## config.mk

```make
export PLATFORM = sky130hd
export DESIGN_NAME = opra_device_flat
export DESIGN_NICKNAME = d
export VERILOG_FILES = /design/src/opra_pkg_end.sv /design/src/opra_pkg.sv /design/src/opra_if.sv /design/src/opra_device.sv /design/src/flat_wrapper.sv
export SDC_FILE = /design/constraint.sdc
export NUM_CORES = 1
export LEC_CHECK = 0
export ABC_AREA = 1
export BUFFER_PORTS_ARGS = -buffer_cell sky130_fd_sc_hd__buf_2
export CAP_MARGIN = 10
export CORE_ASPECT_RATIO = 0.5
export CORE_UTILIZATION = 55
export CTS_BUF_LIST = sky130_fd_sc_hd__clkbuf_4
export DETAILED_ROUTE_END_ITERATION = 8
export PLACE_DENSITY = 0.74
export SKIP_CTS_REPAIR_TIMING = 1
export SLEW_MARGIN = 5
export SYNTH_ARGS = -nofsm -noshare
export SYNTH_HDL_FRONTEND = slang
export SYNTH_SLANG_ARGS = --single-unit
export TNS_END_PERCENT = 5
```

## constraint.sdc

```tcl
create_clock -name CLK -period 4.6 [get_ports CLK]
set_input_delay 0.23 -clock CLK [delete_from_list [all_inputs] [get_ports CLK]]
set_output_delay 0.23 -clock CLK [all_outputs]
set_load 0.005 [all_outputs]
```

## src/opra_pkg_end.sv

```systemverilog
// no declarations: the shared constants are kept in opra_pkg.sv

```

## src/opra_pkg.sv

```systemverilog
// constants shared by both ends of the protection register link
package opra_pkg;
  localparam int PART_W = 3;
  localparam int OFF_W = 8;
  localparam int DW = 16;
  localparam int ID_WORDS = 9;
  localparam logic [PART_W-1:0] PARAM_PART = 3'h0;
  // command codes on the link
  localparam logic [7:0] CMD_READ = 8'h00;
  localparam logic [7:0] CMD_READ_ARRAY = 8'hff;
  localparam logic [7:0] CMD_READ_ID = 8'h90;
  localparam logic [7:0] CMD_PROT_PROG = 8'hc0;
  localparam logic [7:0] CMD_READ_STATUS = 8'h70;
  localparam logic [7:0] CMD_CLEAR_STATUS = 8'h50;
  // identifier-space offsets of the identification register
  localparam logic [OFF_W-1:0] ID_LOCK_OFF = 8'h80;
  localparam logic [OFF_W-1:0] ID_FACT_OFF = 8'h81;
  localparam logic [OFF_W-1:0] ID_USER_OFF = 8'h85;
  localparam logic [OFF_W-1:0] ID_LAST_OFF = 8'h88;
  // segment_lock_word
  localparam logic [DW-1:0] LOCK_RESET = 16'hfffe;
  localparam logic [DW-1:0] USER_LOCK_VALUE = 16'hfffd;
  localparam int FACTORY_SEGMENT_LOCK_BIT = 0;
  localparam int USER_SEGMENT_LOCK_BIT = 1;
  localparam logic [DW-1:0] ERASED_WORD = 16'hffff;
  // arbitrary neutral factory number
  localparam logic [63:0] FACTORY_UID = 64'h0123_4567_89ab_cdef;
  // status_flags
  localparam int SR_READY = 7;
  localparam int SR_SEQ_ERR = 5;
  localparam int SR_PROG_ERR = 4;
  localparam int SR_VPP_ERR = 3;
  localparam logic [7:0] SR_RESET = 8'h80;
  // program time
  localparam int CLK_PERIOD_NS = 40;
  localparam int PROG_TIME_NS = 10000;
  localparam int PROG_CYCLES = (PROG_TIME_NS + CLK_PERIOD_NS - 1) / CLK_PERIOD_NS;
  localparam int CNT_W = 9;
  // host apb registers
  localparam logic [7:0] REG_CTRL = 8'h00;
  localparam logic [7:0] REG_WDATA = 8'h04;
  localparam logic [7:0] REG_RDATA = 8'h08;
  localparam logic [7:0] REG_STAT = 8'h0c;
  localparam logic [7:0] REG_IRQ_ST = 8'h10;
  localparam logic [7:0] REG_IRQ_MASK = 8'h14;
  localparam int CTRL_PART_LSB = 8;
  localparam int CTRL_OFF_LSB = 16;
  localparam int RDATA_ERR_BIT = 16;
  localparam int STAT_FLAGS_LSB = 8;
  localparam int IRQ_DONE = 0;
  localparam int IRQ_ERR = 1;
endpackage : opra_pkg

```

## src/opra_if.sv

```systemverilog
// command link between host end and device end
`timescale 1ns/100ps
`default_nettype none
interface opra_if;
  import opra_pkg::*;
  logic req_valid;
  logic req_ready;
  logic [7:0] req_code;
  logic [PART_W-1:0] req_part;
  logic [OFF_W-1:0] req_off;
  logic [DW-1:0] req_data;
  logic rsp_valid;
  logic rsp_err;
  logic [DW-1:0] rsp_data;
  logic [7:0] status;
  modport dev (
    input req_valid, req_code, req_part, req_off, req_data,
    output req_ready, rsp_valid, rsp_err, rsp_data, status
  );
  modport host (
    output req_valid, req_code, req_part, req_off, req_data,
    input req_ready, rsp_valid, rsp_err, rsp_data, status
  );
endinterface : opra_if
`default_nettype wire

```

## src/opra_device.sv

```systemverilog
// device end: identification register read, program and lock logic
//
// Our own choices: the APB slave port and the register offsets.
`timescale 1ns/100ps
`default_nettype none
// Function
// RULE1: hold 128-bit identification register apart from array
// RULE2: lower 64 bits factory number, not alterable
// RULE3: upper 64 bits user segment, lockable
// RULE4: user bits programmable individually, repeatedly
// RULE5: locked user segment refuses all programming
// RULE6: concurrency with register only against main partitions
// RULE7: main busy: register read elsewhere, not parameter
// RULE8: register read avoids busy and parameter partition
// RULE9: programming register puts parameter partition in status
// RULE10: parameter partition busy: no register reads anywhere
// RULE11: identifier mode returns register 16 bits per read
// RULE12: array-read command leaves identifier mode
// RULE13: program only at parameter partition, 16-bit words
// RULE14: program outside register space sets status bit 4
// RULE15: factory lock bit cleared, factory segment locked
// RULE16: host locks user segment writing FFFDh
// RULE17: program into locked segment sets bits 4, 5
// RULE18: low program supply rejects program, sets bit 3
// RULE19: programming only clears bits, never sets them
module opra_device (
  // clock and reset
  input wire logic CLK,
  input wire logic RESET_N,
  // command link
  opra_if.dev LINK,
  // program supply below program_supply_lockout_level, asynchronous pin
  input wire logic VPP_LOW,
  // array operations outside this block
  input wire logic MAIN_BUSY,
  input wire logic [opra_pkg::PART_W-1:0] MAIN_BUSY_PART,
  input wire logic PARAM_BUSY,
  // array read path
  output logic [opra_pkg::PART_W+opra_pkg::OFF_W-1:0] ARRAY_ADDR,
  input wire logic [opra_pkg::DW-1:0] ARRAY_DATA
);
  import opra_pkg::*;

  typedef enum logic [1:0] {
    S_IDLE = 2'b01,
    S_PROG = 2'b10
  } opra_state_e;

  typedef struct packed {
    opra_state_e state;
    logic vpp_s1;
    logic vpp_s2;
    logic [(1 << PART_W)-1:0] id_mode;
    logic [7:0] status;
    logic [ID_WORDS-1:0][DW-1:0] words;
    logic [3:0] tgt;
    logic [DW-1:0] pdata;
    logic [CNT_W-1:0] cnt;
    logic arr_pend;
    logic [PART_W+OFF_W-1:0] arr_addr;
    logic rsp_valid;
    logic rsp_err;
    logic [DW-1:0] rsp_data;
  } opra_dev_s;

  opra_dev_s r_reg;
  opra_dev_s r_next;
  logic accept;
  logic [3:0] idx;
  logic id_blocked;

  function automatic logic id_hit(input logic [OFF_W-1:0] off);
    id_hit = (off >= ID_LOCK_OFF) && (off <= ID_LAST_OFF);
  endfunction : id_hit

  function automatic logic [3:0] id_idx(input logic [OFF_W-1:0] off);
    logic [OFF_W-1:0] d;
    d = off - ID_LOCK_OFF;
    id_idx = d[3:0];
  endfunction : id_idx

  // lock word, factory number, erased user segment
  localparam logic [ID_WORDS-1:0][DW-1:0] WORDS_RESET =
    {{4{ERASED_WORD}}, FACTORY_UID, LOCK_RESET}; // [RULE1] [RULE2] [RULE15]

  localparam opra_dev_s DEV_RESET = '{
    state: S_IDLE,
    vpp_s1: 1'b0,
    vpp_s2: 1'b0,
    id_mode: '0,
    status: SR_RESET,
    words: WORDS_RESET,
    tgt: 4'h0,
    pdata: ERASED_WORD,
    cnt: '0,
    arr_pend: 1'b0,
    arr_addr: '0,
    rsp_valid: 1'b0,
    rsp_err: 1'b0,
    rsp_data: '0
  };

  // a program request waits while another program runs
  assign LINK.req_ready = !r_reg.arr_pend &&
    !(r_reg.state == S_PROG && LINK.req_code == CMD_PROT_PROG);
  assign accept = LINK.req_valid && LINK.req_ready;
  assign idx = id_idx(LINK.req_off);
  // register reads refused while the shared resources are in use
  assign id_blocked = PARAM_BUSY || // [RULE10]
    (r_reg.state == S_PROG) || // [RULE9]
    (MAIN_BUSY && (LINK.req_part == MAIN_BUSY_PART || LINK.req_part == PARAM_PART)); // [RULE6] [RULE7] [RULE8]

  assign LINK.rsp_valid = r_reg.rsp_valid;
  assign LINK.rsp_err = r_reg.rsp_err;
  assign LINK.rsp_data = r_reg.rsp_data;
  assign LINK.status = r_reg.status;
  assign ARRAY_ADDR = r_reg.arr_addr;

  always_comb
  begin
    r_next = r_reg;
    r_next.rsp_valid = 1'b0;
    r_next.rsp_err = 1'b0;
    r_next.vpp_s1 = VPP_LOW;
    r_next.vpp_s2 = r_reg.vpp_s1;
    if (r_reg.arr_pend)
    begin
      r_next.arr_pend = 1'b0;
      r_next.rsp_valid = 1'b1;
      r_next.rsp_data = ARRAY_DATA;
    end
    case (r_reg.state)
      S_IDLE:
      begin
      end
      S_PROG:
      begin
        if (r_reg.cnt == '0)
        begin
          r_next.words[r_reg.tgt] = r_reg.words[r_reg.tgt] & r_reg.pdata; // [RULE4] [RULE19]
          r_next.status[SR_READY] = 1'b1;
          r_next.state = S_IDLE;
        end
        else
        begin
          r_next.cnt = r_reg.cnt - 1'b1;
        end
      end
      default:
      begin
        r_next.state = S_IDLE;
      end
    endcase
    if (accept)
    begin
      r_next.rsp_valid = 1'b1;
      case (LINK.req_code)
        CMD_READ_ID:
        begin
          r_next.id_mode[LINK.req_part] = 1'b1;
        end
        CMD_READ_ARRAY:
        begin
          r_next.id_mode[LINK.req_part] = 1'b0; // [RULE12]
        end
        CMD_READ_STATUS:
        begin
          r_next.rsp_data = {8'h00, r_reg.status};
        end
        CMD_CLEAR_STATUS:
        begin
          r_next.status[SR_SEQ_ERR] = 1'b0;
          r_next.status[SR_PROG_ERR] = 1'b0;
          r_next.status[SR_VPP_ERR] = 1'b0;
        end
        CMD_READ:
        begin
          if (r_reg.state == S_PROG && LINK.req_part == PARAM_PART)
          begin
            r_next.rsp_data = {8'h00, r_reg.status}; // [RULE9]
          end
          else if (r_reg.id_mode[LINK.req_part])
          begin
            // array data is not readable through an identifier-mode partition: offsets outside the register read zero
            if (!id_hit(LINK.req_off))
            begin
              r_next.rsp_data = '0;
            end
            else if (id_blocked)
            begin
              r_next.rsp_err = 1'b1; // [RULE7] [RULE10]
              r_next.rsp_data = ERASED_WORD;
            end
            else
            begin
              r_next.rsp_data = r_reg.words[idx]; // [RULE11]
            end
          end
          else
          begin
            // array word arrives on the following cycle
            r_next.rsp_valid = 1'b0;
            r_next.arr_pend = 1'b1;
            r_next.arr_addr = {LINK.req_part, LINK.req_off};
          end
        end
        CMD_PROT_PROG:
        begin
          if (r_reg.vpp_s2)
          begin
            r_next.rsp_err = 1'b1;
            r_next.status[SR_VPP_ERR] = 1'b1; // [RULE18]
          end
          else if (LINK.req_part != PARAM_PART || !id_hit(LINK.req_off) || PARAM_BUSY)
          begin
            r_next.rsp_err = 1'b1;
            r_next.status[SR_PROG_ERR] = 1'b1; // [RULE13] [RULE14]
          end
          else if ((LINK.req_off >= ID_USER_OFF &&
                    !r_reg.words[0][USER_SEGMENT_LOCK_BIT]) || // [RULE3] [RULE5]
                   (LINK.req_off >= ID_FACT_OFF && LINK.req_off < ID_USER_OFF &&
                    !r_reg.words[0][FACTORY_SEGMENT_LOCK_BIT])) // [RULE2] [RULE15]
          begin
            r_next.rsp_err = 1'b1;
            r_next.status[SR_PROG_ERR] = 1'b1; // [RULE17]
            r_next.status[SR_SEQ_ERR] = 1'b1; // [RULE17]
          end
          else
          begin
            // lock word is accepted like any word, so FFFDh locks the user segment
            r_next.state = S_PROG; // [RULE13] [RULE16]
            r_next.status[SR_READY] = 1'b0;
            r_next.tgt = idx;
            r_next.pdata = LINK.req_data;
            r_next.cnt = CNT_W'(PROG_CYCLES - 1);
          end
        end
        default:
        begin
          r_next.rsp_err = 1'b1;
        end
      endcase
    end
  end

  always_ff @(posedge CLK or negedge RESET_N)
  begin
    if (!RESET_N)
    begin
      r_reg <= DEV_RESET;
    end
    else
    begin
      r_reg <= r_next;
    end
  end
endmodule : opra_device
`default_nettype wire

```

## src/flat_wrapper.sv

```systemverilog
// flat-port wrapper written by rule: the top's interface ports become plain ports
module opra_device_flat import opra_pkg::*;
  (CLK, RESET_N, VPP_LOW, MAIN_BUSY, MAIN_BUSY_PART, PARAM_BUSY, ARRAY_ADDR, ARRAY_DATA, LINK_req_valid, LINK_req_code, LINK_req_part, LINK_req_off, LINK_req_data, LINK_req_ready, LINK_rsp_valid, LINK_rsp_err, LINK_rsp_data, LINK_status);
  opra_if LINK_i ();
  input wire logic CLK;
  input wire logic RESET_N;
  input wire logic VPP_LOW;
  input wire logic MAIN_BUSY;
  input wire logic [opra_pkg::PART_W-1:0] MAIN_BUSY_PART;
  input wire logic PARAM_BUSY;
  output logic [opra_pkg::PART_W+opra_pkg::OFF_W-1:0] ARRAY_ADDR;
  input wire logic [opra_pkg::DW-1:0] ARRAY_DATA;
  input wire logic [$bits(LINK_i.req_valid)-1:0] LINK_req_valid;
  input wire logic [$bits(LINK_i.req_code)-1:0] LINK_req_code;
  input wire logic [$bits(LINK_i.req_part)-1:0] LINK_req_part;
  input wire logic [$bits(LINK_i.req_off)-1:0] LINK_req_off;
  input wire logic [$bits(LINK_i.req_data)-1:0] LINK_req_data;
  output wire logic [$bits(LINK_i.req_ready)-1:0] LINK_req_ready;
  output wire logic [$bits(LINK_i.rsp_valid)-1:0] LINK_rsp_valid;
  output wire logic [$bits(LINK_i.rsp_err)-1:0] LINK_rsp_err;
  output wire logic [$bits(LINK_i.rsp_data)-1:0] LINK_rsp_data;
  output wire logic [$bits(LINK_i.status)-1:0] LINK_status;
  assign LINK_i.req_valid = LINK_req_valid;
  assign LINK_i.req_code = LINK_req_code;
  assign LINK_i.req_part = LINK_req_part;
  assign LINK_i.req_off = LINK_req_off;
  assign LINK_i.req_data = LINK_req_data;
  assign LINK_req_ready = LINK_i.req_ready;
  assign LINK_rsp_valid = LINK_i.rsp_valid;
  assign LINK_rsp_err = LINK_i.rsp_err;
  assign LINK_rsp_data = LINK_i.rsp_data;
  assign LINK_status = LINK_i.status;
  opra_device u_core (.CLK(CLK), .RESET_N(RESET_N), .LINK(LINK_i), .VPP_LOW(VPP_LOW), .MAIN_BUSY(MAIN_BUSY), .MAIN_BUSY_PART(MAIN_BUSY_PART), .PARAM_BUSY(PARAM_BUSY), .ARRAY_ADDR(ARRAY_ADDR), .ARRAY_DATA(ARRAY_DATA));
endmodule
```

==> flow_metrics.py <==
metrics = {
    "yosys": {
        "yosysTopAreaCell": "dfstp_2",
        "syn_area_um2": 11800,
        "yosysTopAreaCellShare": 0.287,
        "postSynthCellCount": 1538,
        "ys.flop_type": "dfstp_2",
        "synth_cell_types": 46,
        "synth_edf_count": 0,
        "ys_async_sr_fraction": 1.00,
        "yosys-top-cells-area": "dfstp_2, nand2_1, dfrtp_1",
        "synthTopCellsByCount": "nand2_1, o21ai_0, dfstp_2, dfrtp_1, nand3_1",
        "yosysWarningCount": 0,
        "synth-seq-area-share": 0.477,
        "post-synth-top-count-cell": "nand2_1",
        "ys_ff_latch": 219,
        "synth.avg_cell_area_um2": 7.69,
    },
    "sta": {
        "fin_tns_setup_ps": 0,
        "setup_viol": 0,
        "fin_skew_ps": 51.1,
        "fmax_mhz": 329,
        "holdWs_ps": -9.80,
        "fin_crit_sh": 0.661,
        "drv_slew": 0,
        "worst-slew-pin-transition_ps": 1040,
        "rsz0062_at_grt": "false",
        "slew_headroom": 0.302,
        "hold_viol_final": 1,
        "fin_crit_ps": 3040,
    },
    "clocking": {
        "numCtsBuffers": 50,
        "clkTransAtPathRegs_ps": 80,
        "clock_latency_ps": 690,
        "clock-sinks": 219,
        "clk_path_buf_depth": 3,
        "root_buffer": "clkbuf_4",
        "cts_tree": "built",
        "htree_levels": 2,
    },
    "placement": {
        "numPortBuffers": 93,
        "dp_cells": 1812,
        "place.gp.congestion": 0.899,
        "hpwl_mm": 22.4,
    },
    "grt": {
        "antenna_found_initial": 5,
        "grt_first_pass_wirelength_mm": 56.2,
        "grt_start_max_net_pins": 88,
        "globalRoute.totalOverflow": 0,
        "grt_pass1_vias": 10600,
        "grt_use_total": 0.327,
    },
    "worst_hold_path": {
        "hp-class": "input pin to flop",
        "min_from": "LINK_req_code[5]",
    },
    "critical_path": {
        "r2r_end": "u_core.r_reg[190]",
        "reg2reg_slack_ps": 1560,
        "critPathCaptureType": "flop",
        "cp-startpoint": "u_core.r_reg[56]",
        "worstPathRequired_ps": 5170,
        "r2r_start": "u_core.r_reg[56]",
        "start_kind": "flop",
        "r2r_cells": 6,
        "path_max_fanout": 35,
        "worst_ep_arrival_time_ps": 3610,
        "crit_type": "flop to flop",
        "critPathCapture": "u_core.r_reg[190]",
    },
    "job": {
        "drv_cap": 0,
    },
    "floorplan": {
        "initial_core_util": 0.569,
        "num_rows": 37,
        "fp.coreArea_um2": 20800,
        "dieWidth_um": 209,
        "dieArea_um2": 22100,
        "fp.dieH_um": 106,
        "pin_count": 98,
    },
    "layout": {
        "nets": 1698,
        "post-route-util": 0.636,
        "multi_input_area_um2": 5260,
        "drive_gt1_frac": 0.227,
        "largest_reg_flops": 177,
        "instances_no_fill": 1952,
        "synthToLayoutAreaGrowth_pct": 11.9,
        "ff_latch_area_um2": 5640,
        "fillers": 1768,
    },
    "drt": {
        "vias": 11200,
        "routed_wl_mm": 36.0,
        "drt_iter0_markers": 1407,
        "final_antenna_net_count": 0,
        "drc": 0,
        "wl_per_cell_um": 18.5,
        "dr.pass1.iters": 8,
        "via_per_inst": 5.76,
    },
    "status": {
        "status": "finished, violations left",
        "violations": "hold timing",
    },
    "power_and_ir_drop": {
        "p_leak_nw": 5.75,
        "powerDensity_nw_per_um2": 296,
        "peakVddDrop_v": 0.000141,
    },
}
-- layout by cell type (no fill, tap or decap), types with 10 or more instances in the layout --
master         instances
clkbuf_4              81
o21ai_0              169
nand4_1               16
a22oi_1               33
dlygate4sd3_1         43
nand2_1              616
dfstp_2              129
dfrtp_1               90
nand3_1               68
o211ai_1              22
buf_4                 17
inv_1                 65
nor3_1                15
o21ai_1               45
buf_2                 92
clkinv_1              11
nand2_2               17
nor2_1                62
a21oi_1               10
-- layer usage --
| metal | GRT usage | wire [um] | vias to the layer above |
|---|---|---|---|
| li1 | - | - | 5236 |
| met1 | 0.450 | 15100 | 5298 |
| met2 | 0.499 | 15700 | 613 |
| met3 | 0.0870 | 4310 | 99 |
| met4 | 0.114 | 945 | 2 |
| met5 | 0 | 13 | - |
-- worst min-delay path by stage --
| stage | to | slack (ps) | depth (start not counted) |
|---|---|---|---|
| CTS | u_core.ARRAY_ADDR[5] | -400 | 1 |
| global placement | u_core.ARRAY_ADDR[6] | 330 | 1 |
| finish | u_core.LINK.status[4] | -10 | 5 |
| floorplan | asynchronous set/reset pin | -70 | 0 |
| global route | flop | 4 | 4 |
| detailed placement | u_core.ARRAY_ADDR[4] | 330 | 1 |
-- critical path, cell delays in order, from the launching register on --
cell     delay [ps]
dfrtp_1         470
nor2_4          140
buf_4           460
nand2_1         170
nor2_4          470
nand2_1         760
o21ai_0         430
-- layout make-up --
| cell class | instances | share of cell area |
|---|---|---|
| repair buffers | 153 | 0.0780 |
| clock buffers | 81 | 0.0460 |
| flip-flops and latches | 219 | 0.426 |
| inverters | 75 | 0.0216 |
| multi-input cells | 1135 | 0.398 |
| well taps | 273 | 0.0258 |
| diodes | 3 | 0.000567 |
| clock inverters | 13 | 0.00407 |
-- power breakdown --
group / total [mW] / switching (mW) / internal [mW] / leakage [nW]
Combinational: 0.338 / 0.218 / 0.120 / 2.86
Sequential: 1.98 / 0.0207 / 1.96 / 2.49
Clock: 1.59 / 0.795 / 0.798 / 0.397
Total: 3.92 / 1.03 / 2.88 / 5.75
-- per-stage QoR --
step	worst slack [ps]	cell area [um^2]	power, mW
4_1_cts	1670	12800	3.91
3_5_place_dp	1720	12100	2.32
5_1_grt	1430	13200	4.08
6_report	1560	13200	3.92
2_1_floorplan	2740	11800	2.20
3_3_place_gp	1900	12100	2.31
-- cell families after synthesis --
kind of cell,share of synthesized area
other,0.000317
buffers and inverters,0.0792
AO/OA/AOI/OAI,0.145
XOR/XNOR,0.000741
flip-flops,0.477
adder cells (fa/ha/maj),0.00423
AND/OR/NAND/NOR,0.294
Power figures use the tool's default switching activity.
